`src/pox_defines.svh`:
```
// Offsets, field positions, reset values and constants of the outbound interrupt and
// translation block. Assumes a 12-bit APB byte address.
`ifndef POX_DEFINES_SVH
`define POX_DEFINES_SVH

`define POX_OFF_IRQ_COMMON 12'h000
`define POX_OFF_MSI_CFG0 12'h004
`define POX_OFF_MSI_CFG1 12'h008
`define POX_OFF_SYSBUS_CFG 12'h00c
`define POX_OFF_FRAME_DMA_ENGINE_CFG 12'h010
`define POX_OFF_REGION_INDEX 12'h014
`define POX_OFF_BASE_LOW 12'h018
`define POX_OFF_LIMIT 12'h01c
`define POX_OFF_HDR_CFG 12'h020
`define POX_OFF_CONTROL 12'h024
`define POX_OFF_TGT_LOW 12'h028
`define POX_OFF_TGT_HIGH 12'h02c
`define POX_OFF_STATUS 12'h030

`define POX_IRQ_GEN_EN_BIT 0
`define POX_IRQ_LEG_SEL_BIT 1

`define POX_MSI_RISE_EN_BIT 0
`define POX_MSI_FALL_EN_BIT 1
`define POX_MSI_RISE_VEC_LSB 8
`define POX_MSI_FALL_VEC_LSB 16
`define POX_MSI_TC_LSB 24

`define POX_SB_REGION_BIT 0
`define POX_SB_POISON_BIT 1
`define POX_SB_BE_LSB 4
`define POX_FD_REGION_BIT 0

`define POX_HDR_TYPE_LSB 0
`define POX_HDR_TC_LSB 5
`define POX_HDR_TD_BIT 8
`define POX_HDR_ATTR_LSB 9

`define POX_CTL_MSG_LSB 0
`define POX_CTL_ENA_BIT 31

`define POX_RST_SB_BE 4'hf
`define POX_RST_FD_BE 4'hf
`define POX_RST_LIMIT 16'h0000
`define POX_WIN_TAG 2'h3

`endif

```
`src/pox_pkg.sv`:
```
// Types shared by the outbound interrupt and translation block.
// Assumes pox_defines.svh holds all numeric constants.
package pox_pkg;
  typedef enum logic [1:0] {
    POX_MSG_ASSERT_INTA,
    POX_MSG_DEASSERT_INTA,
    POX_MSG_MSI
  } pox_msg_t;

  typedef enum logic {
    POX_SRC_SYSBUS,
    POX_SRC_FRAMEDMA
  } pox_src_t;
endpackage : pox_pkg

```
`src/pox_xlate.sv`:
```
// One address translation lookup: window match and offset addition.
// Purely combinational; the caller registers the result.
`timescale 1ns/10ps
`default_nettype none
module pox_xlate (
  input wire logic [14:0] key,
  input wire logic [29:0] low_addr,
  input wire logic [15:0] base_low,
  input wire logic [15:0] limit,
  input wire logic [31:0] tgt_high,
  input wire logic [15:0] tgt_low,
  input wire logic enable,
  output logic hit,
  output logic [63:0] pcie_addr
);
  logic [16:0] key_ext;

  assign key_ext = {2'h0, key};
  assign hit = enable && (key_ext >= {1'b0, base_low}) && (key_ext <= {1'b0, limit});
  // Offset in 64 KB steps added to the low 30 address bits
  assign pcie_addr = {34'h0, low_addr} + {tgt_high, tgt_low, 16'h0000};
endmodule : pox_xlate
`default_nettype wire

```
`src/pox_outbound.sv`:
```
// Outbound side of the endpoint: interrupt messages and DMA window translation.
// Assumes APB on pclk, interrupt levels and masters synchronous to pclk.
`timescale 1ns/10ps
`default_nettype none
`include "pox_defines.svh"
module pox_outbound import pox_pkg::*; #(
  parameter int VEC_W = 8,
  parameter int REGIONS = 2
) (
  input wire logic pclk,
  input wire logic presetn,
  input wire logic pclken,
  input wire logic psel,
  input wire logic penable,
  input wire logic pwrite,
  input wire logic [11:0] paddr,
  input wire logic [31:0] pwdata,
  output logic [31:0] prdata,
  output logic pready,
  output logic pslverr,
  input wire logic msi_cap_enable,
  input wire logic endpoint_ready,
  input wire logic irq_destination_zero,
  input wire logic irq_destination_one,
  output logic msg_valid,
  output pox_msg_t msg_type,
  output logic [VEC_W-1:0] msg_vector,
  output logic [2:0] msg_tc,
  input wire logic msg_ready,
  input wire logic sb_req,
  input wire logic sb_write,
  input wire logic [31:0] sb_addr,
  output logic sb_ack,
  input wire logic fd_req,
  input wire logic fd_write,
  input wire logic [31:0] fd_addr,
  output logic fd_ack,
  output logic ob_valid,
  output logic ob_write,
  output pox_src_t ob_src,
  output logic ob_translated,
  output logic [63:0] ob_addr,
  output logic [1:0] ob_attr,
  output logic ob_td,
  output logic [2:0] ob_tc,
  output logic [4:0] ob_type,
  output logic ob_poison,
  output logic [3:0] ob_be,
  output logic [7:0] ob_msg_code,
  input wire logic ob_ready
);
  // Configuration
  logic [1:0] outbound_irq_common_config;
  logic [31:0] msi_source_config [2];
  logic sysbus_region_select;
  logic sysbus_poison_flag;
  logic [3:0] sysbus_byte_enables;
  logic framedma_region_select;
  logic xlate_region_index;
  logic [15:0] xlate_base_low [REGIONS];
  logic [15:0] xlate_limit [REGIONS];
  logic [10:0] xlate_header_config [REGIONS];
  logic [7:0] tlp_message_code [REGIONS];
  logic xlate_region_enable [REGIONS];
  logic [15:0] xlate_target_low [REGIONS];
  logic [31:0] xlate_target_high [REGIONS];

  logic outbound_irq_global_enable;
  logic legacy_line_source_select;
  assign outbound_irq_global_enable = outbound_irq_common_config[`POX_IRQ_GEN_EN_BIT];
  assign legacy_line_source_select = outbound_irq_common_config[`POX_IRQ_LEG_SEL_BIT];

  // APB slave: no wait states, access phase always completes in one cycle
  logic addr_ok;
  logic wr_en;
  logic [31:0] rd_data;
  logic [1:0] dst_level;
  logic legacy_line;

  assign dst_level = {irq_destination_one, irq_destination_zero};
  assign wr_en = pclken && psel && penable && pready && pwrite && addr_ok;

  always_comb begin
    addr_ok = 1'b1;
    rd_data = 32'h0;
    case (paddr)
      `POX_OFF_IRQ_COMMON: rd_data = {30'h0, outbound_irq_common_config};
      `POX_OFF_MSI_CFG0: rd_data = msi_source_config[0];
      `POX_OFF_MSI_CFG1: rd_data = msi_source_config[1];
      `POX_OFF_SYSBUS_CFG: rd_data = {24'h0, sysbus_byte_enables, 2'h0, sysbus_poison_flag,
                                      sysbus_region_select};
      `POX_OFF_FRAME_DMA_ENGINE_CFG: rd_data = {31'h0, framedma_region_select};
      `POX_OFF_REGION_INDEX: rd_data = {31'h0, xlate_region_index};
      // Shared fields show the bank picked by the region index
      `POX_OFF_BASE_LOW: rd_data = {16'h0, xlate_base_low[xlate_region_index]};
      `POX_OFF_LIMIT: rd_data = {16'h0, xlate_limit[xlate_region_index]};
      `POX_OFF_HDR_CFG: rd_data = {21'h0, xlate_header_config[xlate_region_index]};
      `POX_OFF_CONTROL: rd_data = {xlate_region_enable[xlate_region_index], 23'h0,
                                   tlp_message_code[xlate_region_index]};
      `POX_OFF_TGT_LOW: rd_data = {16'h0, xlate_target_low[xlate_region_index]};
      `POX_OFF_TGT_HIGH: rd_data = xlate_target_high[xlate_region_index];
      `POX_OFF_STATUS: rd_data = {27'h0, endpoint_ready, msi_cap_enable, dst_level,
                                  legacy_line};
      default: addr_ok = 1'b0;
    endcase
  end

  always_ff @(posedge pclk or negedge presetn) begin
    if (!presetn) begin
      pready <= 1'b0;
      prdata <= 32'h0;
      pslverr <= 1'b0;
    end else if (pclken) begin
      pready <= psel && !penable && !pready;
      if (psel && !penable) begin
        prdata <= pwrite ? 32'h0 : rd_data;
        pslverr <= !addr_ok;
      end
    end
  end

  always_ff @(posedge pclk or negedge presetn) begin
    if (!presetn) begin
      outbound_irq_common_config <= 2'h0;
      msi_source_config[0] <= 32'h0;
      msi_source_config[1] <= 32'h0;
      sysbus_region_select <= 1'b0;
      sysbus_poison_flag <= 1'b0;
      sysbus_byte_enables <= `POX_RST_SB_BE;
      framedma_region_select <= 1'b0;
      xlate_region_index <= 1'b0;
    end else if (wr_en) begin
      case (paddr)
        `POX_OFF_IRQ_COMMON: outbound_irq_common_config <= pwdata[1:0];
        `POX_OFF_MSI_CFG0: msi_source_config[0] <= {5'h0, pwdata[26:8], 6'h0, pwdata[1:0]};
        `POX_OFF_MSI_CFG1: msi_source_config[1] <= {5'h0, pwdata[26:8], 6'h0, pwdata[1:0]};
        `POX_OFF_SYSBUS_CFG: begin
          sysbus_region_select <= pwdata[`POX_SB_REGION_BIT];
          sysbus_poison_flag <= pwdata[`POX_SB_POISON_BIT];
          sysbus_byte_enables <= pwdata[`POX_SB_BE_LSB +: 4];
        end
        `POX_OFF_FRAME_DMA_ENGINE_CFG: framedma_region_select <= pwdata[`POX_FD_REGION_BIT];
        `POX_OFF_REGION_INDEX: xlate_region_index <= pwdata[0];
        default: ;
      endcase
    end
  end

  // Banked translation configuration, one bank per region
  for (genvar r = 0; r < REGIONS; r++) begin : g_bank
    logic sel;
    assign sel = wr_en && (32'(xlate_region_index) == r);
    always_ff @(posedge pclk or negedge presetn) begin
      if (!presetn) begin
        xlate_base_low[r] <= 16'h0000;
        xlate_limit[r] <= `POX_RST_LIMIT;
        xlate_header_config[r] <= 11'h000;
        tlp_message_code[r] <= 8'h00;
        xlate_region_enable[r] <= 1'b0;
        xlate_target_low[r] <= 16'h0000;
        xlate_target_high[r] <= 32'h0;
      end else if (sel) begin
        case (paddr)
          `POX_OFF_BASE_LOW: xlate_base_low[r] <= pwdata[15:0];
          `POX_OFF_LIMIT: xlate_limit[r] <= pwdata[15:0];
          `POX_OFF_HDR_CFG: xlate_header_config[r] <= pwdata[10:0];
          `POX_OFF_CONTROL: begin
            tlp_message_code[r] <= pwdata[`POX_CTL_MSG_LSB +: 8];
            xlate_region_enable[r] <= pwdata[`POX_CTL_ENA_BIT];
          end
          `POX_OFF_TGT_LOW: xlate_target_low[r] <= pwdata[15:0];
          `POX_OFF_TGT_HIGH: xlate_target_high[r] <= pwdata;
          default: ;
        endcase
      end
    end
  end

  // Interrupt messages
  logic [1:0] dst_prev;
  logic [1:0] rise_pend;
  logic [1:0] fall_pend;
  logic [1:0] rise_evt;
  logic [1:0] fall_evt;
  logic [1:0] rise_sent;
  logic [1:0] fall_sent;
  logic legacy_want;
  logic legacy_send;
  logic msg_free;
  logic msi_active;

  // Mode follows the MSI capability enable global enable gates all
  assign msi_active = outbound_irq_global_enable && msi_cap_enable;
  assign legacy_want = outbound_irq_global_enable && !msi_cap_enable &&
                       dst_level[legacy_line_source_select];
  assign msg_free = !msg_valid || msg_ready;
  assign legacy_send = msg_free && (legacy_want != legacy_line);

  for (genvar d = 0; d < 2; d++) begin : g_dst
    // Each destination uses its own entry
    assign rise_evt[d] = msi_active && msi_source_config[d][`POX_MSI_RISE_EN_BIT] &&
                         dst_level[d] && !dst_prev[d];
    assign fall_evt[d] = msi_active && msi_source_config[d][`POX_MSI_FALL_EN_BIT] &&
                         !dst_level[d] && dst_prev[d];
    // New edges win over the clear of the same flag
    always_ff @(posedge pclk or negedge presetn) begin
      if (!presetn) begin
        rise_pend[d] <= 1'b0;
        fall_pend[d] <= 1'b0;
        dst_prev[d] <= 1'b0;
      end else if (pclken) begin
        dst_prev[d] <= dst_level[d];
        rise_pend[d] <= (msi_active && rise_pend[d] && !rise_sent[d]) || rise_evt[d];
        fall_pend[d] <= (msi_active && fall_pend[d] && !fall_sent[d]) || fall_evt[d];
      end
    end
  end

  // Fixed priority: legacy, then destination zero, then one
  always_comb begin
    rise_sent = 2'b00;
    fall_sent = 2'b00;
    if (msg_free && !legacy_send) begin
      if (rise_pend[0]) rise_sent[0] = 1'b1;
      else if (fall_pend[0]) fall_sent[0] = 1'b1;
      else if (rise_pend[1]) rise_sent[1] = 1'b1;
      else if (fall_pend[1]) fall_sent[1] = 1'b1;
    end
  end

  always_ff @(posedge pclk or negedge presetn) begin
    if (!presetn) begin
      msg_valid <= 1'b0;
      msg_type <= POX_MSG_DEASSERT_INTA;
      msg_vector <= '0;
      msg_tc <= 3'h0;
      legacy_line <= 1'b0;
    end else if (pclken && msg_free) begin
      msg_valid <= legacy_send || (|rise_sent) || (|fall_sent);
      if (legacy_send) begin
        legacy_line <= legacy_want;
        msg_type <= legacy_want ? POX_MSG_ASSERT_INTA : POX_MSG_DEASSERT_INTA;
        msg_vector <= '0;
        msg_tc <= 3'h0;
      end else if (|rise_sent) begin
        msg_type <= POX_MSG_MSI;
        msg_vector <= msi_source_config[rise_sent[1]][`POX_MSI_RISE_VEC_LSB +: VEC_W];
        msg_tc <= msi_source_config[rise_sent[1]][`POX_MSI_TC_LSB +: 3];
      end else if (|fall_sent) begin
        msg_type <= POX_MSG_MSI;
        msg_vector <= msi_source_config[fall_sent[1]][`POX_MSI_FALL_VEC_LSB +: VEC_W];
        msg_tc <= msi_source_config[fall_sent[1]][`POX_MSI_TC_LSB +: 3];
      end
    end
  end

  // Outbound translation, one lookup per source
  logic [31:0] src_addr [2];
  logic src_region [2];
  logic [1:0] src_hit;
  logic [63:0] src_pcie [2];

  assign src_addr[0] = sb_addr;
  assign src_addr[1] = fd_addr;
  assign src_region[0] = sysbus_region_select;
  assign src_region[1] = framedma_region_select;

  for (genvar s = 0; s < 2; s++) begin : g_src
    // Region select forms the top key bit, so the two regions land in distinct key ranges
    pox_xlate u_xlate (
      .key({src_region[s], src_addr[s][29:16]}),
      .low_addr(src_addr[s][29:0]),
      .base_low(xlate_base_low[src_region[s]]),
      .limit(xlate_limit[src_region[s]]),
      .tgt_high(xlate_target_high[src_region[s]]),
      .tgt_low(xlate_target_low[src_region[s]]),
      .enable(xlate_region_enable[src_region[s]]),
      .hit(src_hit[s]),
      .pcie_addr(src_pcie[s])
    );
  end

  logic sb_take;
  logic fd_take;
  logic ob_free;
  logic [10:0] hdr;

  // Only accesses inside the top gigabyte are taken; ack guards re-acceptance
  assign ob_free = endpoint_ready && (!ob_valid || ob_ready);
  assign sb_take = ob_free && sb_req && !sb_ack && (sb_addr[31:30] == `POX_WIN_TAG);
  assign fd_take = ob_free && !sb_take && fd_req && !fd_ack &&
                   (fd_addr[31:30] == `POX_WIN_TAG);
  assign hdr = xlate_header_config[fd_take ? framedma_region_select : sysbus_region_select];

  always_ff @(posedge pclk or negedge presetn) begin
    if (!presetn) begin
      sb_ack <= 1'b0;
      fd_ack <= 1'b0;
      ob_valid <= 1'b0;
      ob_write <= 1'b0;
      ob_src <= POX_SRC_SYSBUS;
      ob_translated <= 1'b0;
      ob_addr <= 64'h0;
      ob_attr <= 2'h0;
      ob_td <= 1'b0;
      ob_tc <= 3'h0;
      ob_type <= 5'h00;
      ob_poison <= 1'b0;
      ob_be <= 4'h0;
      ob_msg_code <= 8'h00;
    end else if (pclken) begin
      sb_ack <= sb_take;
      fd_ack <= fd_take;
      if (sb_take || fd_take) begin
        ob_valid <= 1'b1;
        ob_write <= fd_take ? fd_write : sb_write;
        ob_src <= fd_take ? POX_SRC_FRAMEDMA : POX_SRC_SYSBUS;
        // Untranslated accesses keep the plain 30-bit offset
        ob_translated <= src_hit[fd_take];
        ob_addr <= src_hit[fd_take] ? src_pcie[fd_take] : {34'h0, src_addr[fd_take][29:0]};
        ob_attr <= hdr[`POX_HDR_ATTR_LSB +: 2];
        ob_td <= hdr[`POX_HDR_TD_BIT];
        ob_tc <= hdr[`POX_HDR_TC_LSB +: 3];
        ob_type <= hdr[`POX_HDR_TYPE_LSB +: 5];
        ob_msg_code <= tlp_message_code[fd_take ? framedma_region_select
                                                : sysbus_region_select];
        ob_poison <= fd_take ? 1'b0 : sysbus_poison_flag;
        ob_be <= fd_take ? `POX_RST_FD_BE : sysbus_byte_enables;
      end else if (ob_ready) begin
        ob_valid <= 1'b0;
      end
    end
  end
endmodule : pox_outbound
`default_nettype wire

```
`config.mk`:
```
export PLATFORM = sky130hd
export DESIGN_NAME = pox_outbound
export DESIGN_NICKNAME = d
export VERILOG_FILES = /design/src/pox_pkg.sv /design/src/pox_xlate.sv /design/src/pox_outbound.sv
export VERILOG_INCLUDE_DIRS = /design/src
export SDC_FILE = /design/constraint.sdc
export NUM_CORES = 1
export LEC_CHECK = 0
export BUFFER_PORTS_ARGS = -buffer_cell sky130_fd_sc_hd__clkbuf_2
export CAP_MARGIN = 20
export CORE_MARGIN = 2
export CORE_UTILIZATION = 40
export CTS_BUF_LIST = sky130_fd_sc_hd__clkbuf_8
export CTS_CLUSTER_SIZE = 30
export DETAILED_ROUTE_END_ITERATION = 10
export GPL_TIMING_DRIVEN = 1
export PLACE_DENSITY_LB_ADDON = 0.12
export SYNTH_ARGS = -nofsm -noshare
export SYNTH_HDL_FRONTEND = slang
export SYNTH_SLANG_ARGS = --single-unit
export TNS_END_PERCENT = 20
```
`constraint.sdc`:
```
create_clock -name pclk -period 6.7 [get_ports pclk]
set_input_delay 2.01 -clock pclk [delete_from_list [all_inputs] [get_ports pclk]]
set_output_delay 2.01 -clock pclk [all_outputs]
set_load 0.02 [all_outputs]
```
Word-level counts from Yosys, hierarchy flattened
Cells that the tools add are included.
Operators by class
  bitwise operators: 8
  muxes and demuxes: 105
  add/subtract/negate cells: 2
  equality and inequality tests: 15
  magnitude comparators: 13
  reductions and logical operators: 103
Operator list (number)
  $mux W16: 27
  $pmux W32 S13: 1
  $mux W32: 10
  $mux W64: 4
  $mux W27: 6
  $add A30 B64 Y64: 2
  $mux W30: 3
  $mux W8: 9
  $mux W11: 6
  $eq A12 B6 Y1 const B: 5
  $eq A12 B5 Y1 const B: 4
  $logic_and A1 B1 Y1: 47
  $reduce_and A2 Y1: 23
  $ge A15 B16 Y1: 2
  $le A15 B16 Y1: 2
  $mux W1: 29
  $eq A12 B4 Y1 const B: 2
  $logic_not A1 Y1: 18
  $ge A2 B2 Y1 const B: 7
  $not A1 Y2: 7
  $reduce_or A13 Y1: 1
  $eq A12 B3 Y1 const B: 1
  $logic_not A12 Y1: 1
  $mux W2: 6
  10 further kinds: 23
Word-level totals
  logic and storage cells: 296
  register bits after elaboration: 401
  input bits: 124
  output and inout port bits: 142

Depth between registers and ports, before layout
  depth in word-level cells: 16
  gate-level depth with buffers: 22
  gate-level depth less buffers: 12

By module
A second synthesis with hierarchy kept.
Unflattened totals
  cells, all modules: 2448
  area total of the unflattened synthesis: 25798.5 µm²
Modules (own cells, without submodules)
  pox_outbound: times used 1, area an instance 21161.5 µm², cells each 1788
  pox_xlate (g_src[1].u_xlate): times used 1, area an instance 2324.7 µm², cells each 333
  pox_xlate (g_src[0].u_xlate): times used 1, area an instance 2312.2 µm², cells each 327

Least setup slack after synthesis
OpenSTA, ideal clock, no wires.
  kind: register to register
  start: register sysbus_region_select
  end: register ob_addr[36]
  period minus slack after synthesis: 5.045 ns
  setup time: 0.132 ns
  arrival time: 4.913 ns
  path slack: 1.655 ns
  data required time: 6.568 ns
  cell stages (with the launch flop): 20
  buffers on the path: 7
  path through: dfrtp_1 buf_1 buf_2 buf_2 buf_2 buf_1 buf_1 mux2_2 ha_1 fa_1 a21o_1 a21oi_1 nor2b_1 o41a_1 o211ai_1 clkbuf_1 nor2_1 xor2_1 a221oi_1 o21ai_1
Between the ends
  word-level cells in the longest chain between the ends: 10
RTL lines
  from (decl): line pox_outbound.sv:55  | logic sysbus_region_select;
  from (signal assigned): line pox_outbound.sv:138  | sysbus_region_select <= pwdata[`POX_SB_REGION_BIT];
  parallel branches: the longest is 9 deep, another holds $add A30 B64 Y64
  $mux W64 (*): line pox_outbound.sv:320  | ob_addr <= src_hit[fd_take] ? src_pcie[fd_take] : {34'h0, src_addr[fd_take][29:0]};
  to (signal assigned): line pox_outbound.sv:320
  to (decl): line pox_outbound.sv:42  | output logic [63:0] ob_addr,
Every way passes the cells marked *. The select of a mux whose other input is x is not followed.
A chain may end at the register's enable or synchronous reset.

Final worst setup path
  start: register framedma_region_select
  end: register ob_addr[57]
Between the ends
  word-level cells in the longest chain between the ends: 10
RTL lines
  from (decl): line pox_outbound.sv:58  | logic framedma_region_select;
  from (signal assigned): line pox_outbound.sv:142  | `POX_OFF_FRAME_DMA_ENGINE_CFG: framedma_region_select <= pwdata[`POX_FD_REGION_BIT];
  parallel branches: the longest is 9 deep, another holds $add A30 B64 Y64
  $mux W64 (*): line pox_outbound.sv:320
Marks and branches as above.

==> qor.csv <==
stage,metric,value,unit
route,DRC,0,
finish,Finished Cell Area,0.0282,mm^2
timing,Max Slew Vio Count,0,
cts,CTS Buffer Depth,3,
setup_path,Crit Path Max Fanout,35,
global_route,global-route wire length before repair,137000,um
power,NetSw,1.51,mW
power,Flop pwr share,45.8,%
finish,"most common cell after layout, fill and taps aside",dfrtp_1,
placement,Placed Instance Area,0.0266,mm^2
global_route,initial antenna violation count,4,
route,Avg Vias per Cell,6.04,
finish,Total Nets Final,2828,
synthesis,"Seq/Total Area, Yosys",40.7,%
synthesis,"Net Count, Synth",2620,
timing,Final period util,71.9,%
synthesis,Post-Synthesis Cells,2410,
power,Pint,4.05,mW
timing,Final WS setup,1.88,ns
cts,Hold Buf Count CTS,0,
finish,fill count,5913,
synthesis,synthesized area,0.0247,mm^2
global_route,met2 usage,45.5,%
synthesis,synth warn,0,
global_route,gr busiest metal,met2,
global_route,met3 usage,4.10,%
synthesis,Netlist cell types,85,
hold_path,min-delay worst type,reg2reg,
synthesis,"Top FF cell, synth",dfrtp_1,
finish,share of cells above drive strength 1,19.5,%
cts,Resized cells post-CTS,0,
setup_path,CP endpoint kind,register,
synthesis,#FFs+latches synth,401,
die,initial core utilization,40.2,%
power,Sw Ratio,27.1,%
cts,Root Buffer Master,clkbuf_8,
setup_path,Setup CP Type,reg2reg,
setup_path,"Req. time, crit path",7.27,ns
die,I/O Pins,266,
setup_path,CP Launch Type,register,
global_route,vias in the first global route,20800,
placement,HPWL after DPL,69100,um
finish,area grow syn2layout,14.2,%
setup_path,Critical Path Sink,ob_addr[57],
setup_path,critical path arrival,5.39,ns
setup_path,FF-to-FF setup slack,1.88,ns
route,DR WL/cell,26.8,um
run,Max-Cap Viols,0,
route,post-route ant nets,0,
die,# rows,91,
setup_path,FF-to-FF path depth,12,
synthesis,asr flop ratio synth,100,%
power,Leakage,13.8,nW
global_route,met1 usage,40.6,%
die,core area,0.0614,mm^2
route,DR iter-0 viols,1861,
cts,Num Clock Sinks,401,
timing,max_slew headroom,26.4,%
timing,Final min period,4.82,ns
cts,htree depth,3,
placement,dpl ws,1.35,ns
cts,CTS Buf Count,74,
global_route,largest net degree at the start of global routing,129,
die,Die Area,0.0637,mm^2
timing,final hold vios,0,
timing,worst-margin pin slew,1.08,ns
placement,Routability Congestion,0.918,
finish,most frequent cells in the layout,"dfrtp_1 (393), clkbuf_2 (265), mux2_1 (251)",
die,Die Span X,252,um
route,routed wire length,92700,um
power,VDD IR max,121,uV
power,Power Dens Cells,197,mW/mm^2
run_status,status,"complete, no violations",
power,combinational power share,9.7,%
global_route,grt ovf,0,
cts,CTS clock-pin slew for the worst setup and hold paths,0.06,ns
cts,worst skew pair latency,0.67,ns
setup_path,R2R Path End,ob_addr[57],
cts,postcts setup bufs,0,
route,detailed-route via count,20900,
timing,RSZ-0062 raised after global routing,no,
timing,setup TNS,0,ns
synthesis,mean post-synth cell area,10.2,um^2
timing,Max Freq,208,MHz
power,Clock Power Share,44.6,%
route,Initial DRT Pass Iterations,8,
timing,clk_skew,0.0316,ns
finish,Util after Layout,45.9,%
die,Vert. Die Dim,252,um
setup_path,worst r2r src,framedma_region_select,
global_route,overall routing resource usage,28.8,%
timing,# setup viols final,0,
setup_path,Worst Setup SP,framedma_region_select,
synthesis,number of synthesized flops with an enable pin,0,
cts,CTS tree,yes,
placement,PortBufs,265,
sequential cells by signal (all words and copies together) (netlist names), 2 cells and up:
signal and cells:
xlate_header_config 22, sysbus_byte_enables 4, xlate_limit 32, rise_pend 2, dst_prev 2, xlate_target_low 32, tlp_message_code 16, msg_tc 3
xlate_target_high 64, ob_addr 64, outbound_irq_common_config 2, ob_be 4, ob_msg_code 8, msg_vector 8, msg_type 2, prdata 32
msi_source_config 42, ob_type 5, xlate_base_low 32, ob_attr 2, fall_pend 2, ob_tc 3, xlate_region_enable 2
cells in the mapped netlist, types with 17 or more instances:
| cell | n | area (um^2) |
|---|---|---|
| nand3_1 | 58 | 290 |
| nand4_1 | 39 | 244 |
| buf_1 | 26 | 97.6 |
| a22oi_1 | 25 | 188 |
| ha_1 | 84 | 1050 |
| a222oi_1 | 23 | 230 |
| nor2_1 | 120 | 450 |
| nand2_1 | 248 | 931 |
| nor3_1 | 39 | 195 |
| xor2_1 | 38 | 333 |
| dfrtp_1 | 396 | 9910 |
| clkbuf_1 | 106 | 398 |
| o21ai_0 | 73 | 365 |
| a22o_1 | 18 | 158 |
| a221oi_1 | 25 | 219 |
| a21o_1 | 24 | 180 |
| buf_2 | 27 | 135 |
| a21oi_1 | 83 | 415 |
| o21ai_1 | 73 | 365 |
| a211oi_1 | 17 | 128 |
| o21a_1 | 18 | 135 |
| mux2i_1 | 176 | 1760 |
| mux2_2 | 72 | 811 |
| inv_1 | 18 | 67.6 |
| mux2_1 | 251 | 2830 |
| a31oi_1 | 25 | 156 |
| xnor2_1 | 55 | 482 |
routing by layer:
metal | wire, um | share of wire (%) | up-vias
li1 | - | - | 9368
met1 | 42300 | 46 | 10600
met2 | 41700 | 45 | 816
met3 | 5980 | 6.5 | 147
met4 | 2730 | 2.9 | 0
met5 | 0 | 0 | -
power by group through the flow:
stage / Sequential, mW / Combinational [mW] / Clock [mW]
2_1_floorplan: 2.68 / 0.175 / 0
3_3_place_gp: 2.59 / 0.532 / 0
3_5_place_dp: 2.59 / 0.541 / 0
4_1_cts: 2.55 / 0.541 / 2.54
5_1_grt: 2.55 / 0.587 / 2.64
6_report: 2.55 / 0.537 / 2.48
critical path, cell delays in order (launching register included):
cell	delay, ns
dfrtp_4	0.82
buf_4	0.54
mux2_2	0.43
ha_1	0.45
and4_1	0.29
nor3b_1	0.21
a22oi_1	0.20
a211oi_2	0.39
nor4b_2	0.53
nand2_1	0.13
xnor2_1	0.31
a21oi_1	0.12
a311oi_1	0.24
per-stage QoR:
step / instances / hold WS (ns) / total power, mW
detailed placement: 3331 / 0.465 / 3.13
CTS: 3462 / 0.477 / 5.63
global route: 3464 / 0.505 / 5.78
finish: 3465 / 0.472 / 5.56
global placement: 3329 / 0.462 / 3.12
floorplan: 2410 / 0.447 / 2.85
cell type report:
| cell class | count | area [um^2] | area share, % |
|---|---|---|---|
| Antenna cell | 2 | 5.00 | 0.0178 |
| Clock buffer | 94 | 1290 | 4.59 |
| Clock inverter | 37 | 253 | 0.896 |
| Inverter | 19 | 71.3 | 0.253 |
| Multi-Input combinational cell | 1823 | 13900 | 49.3 |
| Sequential cell | 401 | 10100 | 35.7 |
| Tap cell | 790 | 988 | 3.51 |
| Timing Repair Buffer | 299 | 1640 | 5.81 |
worst min-delay path by stage:
stage,to,cells after the start,startpoint,slack (ns)
final,ob_addr[24],2,ob_addr[24],0.47
after global routing,ob_addr[24],2,ob_addr[24],0.50
after CTS,ob_addr[22],2,ob_addr[22],0.48
after detailed placement,ob_addr[22],2,ob_addr[22],0.47
after global placement,ob_addr[24],2,ob_addr[24],0.46
after floorplan,rise_pend[1],1,dst_prev[1],0.45
cells by family (layout without fill, tap and decap cells):
| kind of cell | Yosys count | in the layout | share of synthesized area, % |
|---|---|---|---|
| fa+ha+maj | 86 | 86 | 4.42 |
| mux | 504 | 504 | 22.3 |
| compound gates | 505 | 505 | 13.8 |
| flops | 401 | 401 | 40.7 |
| other cells | 0 | 2 | 0 |
| simple gates | 634 | 634 | 12.2 |
| xor+xnor | 94 | 94 | 3.41 |
| buf+inv | 186 | 449 | 3.16 |
(Power assumes the default switching activity.)
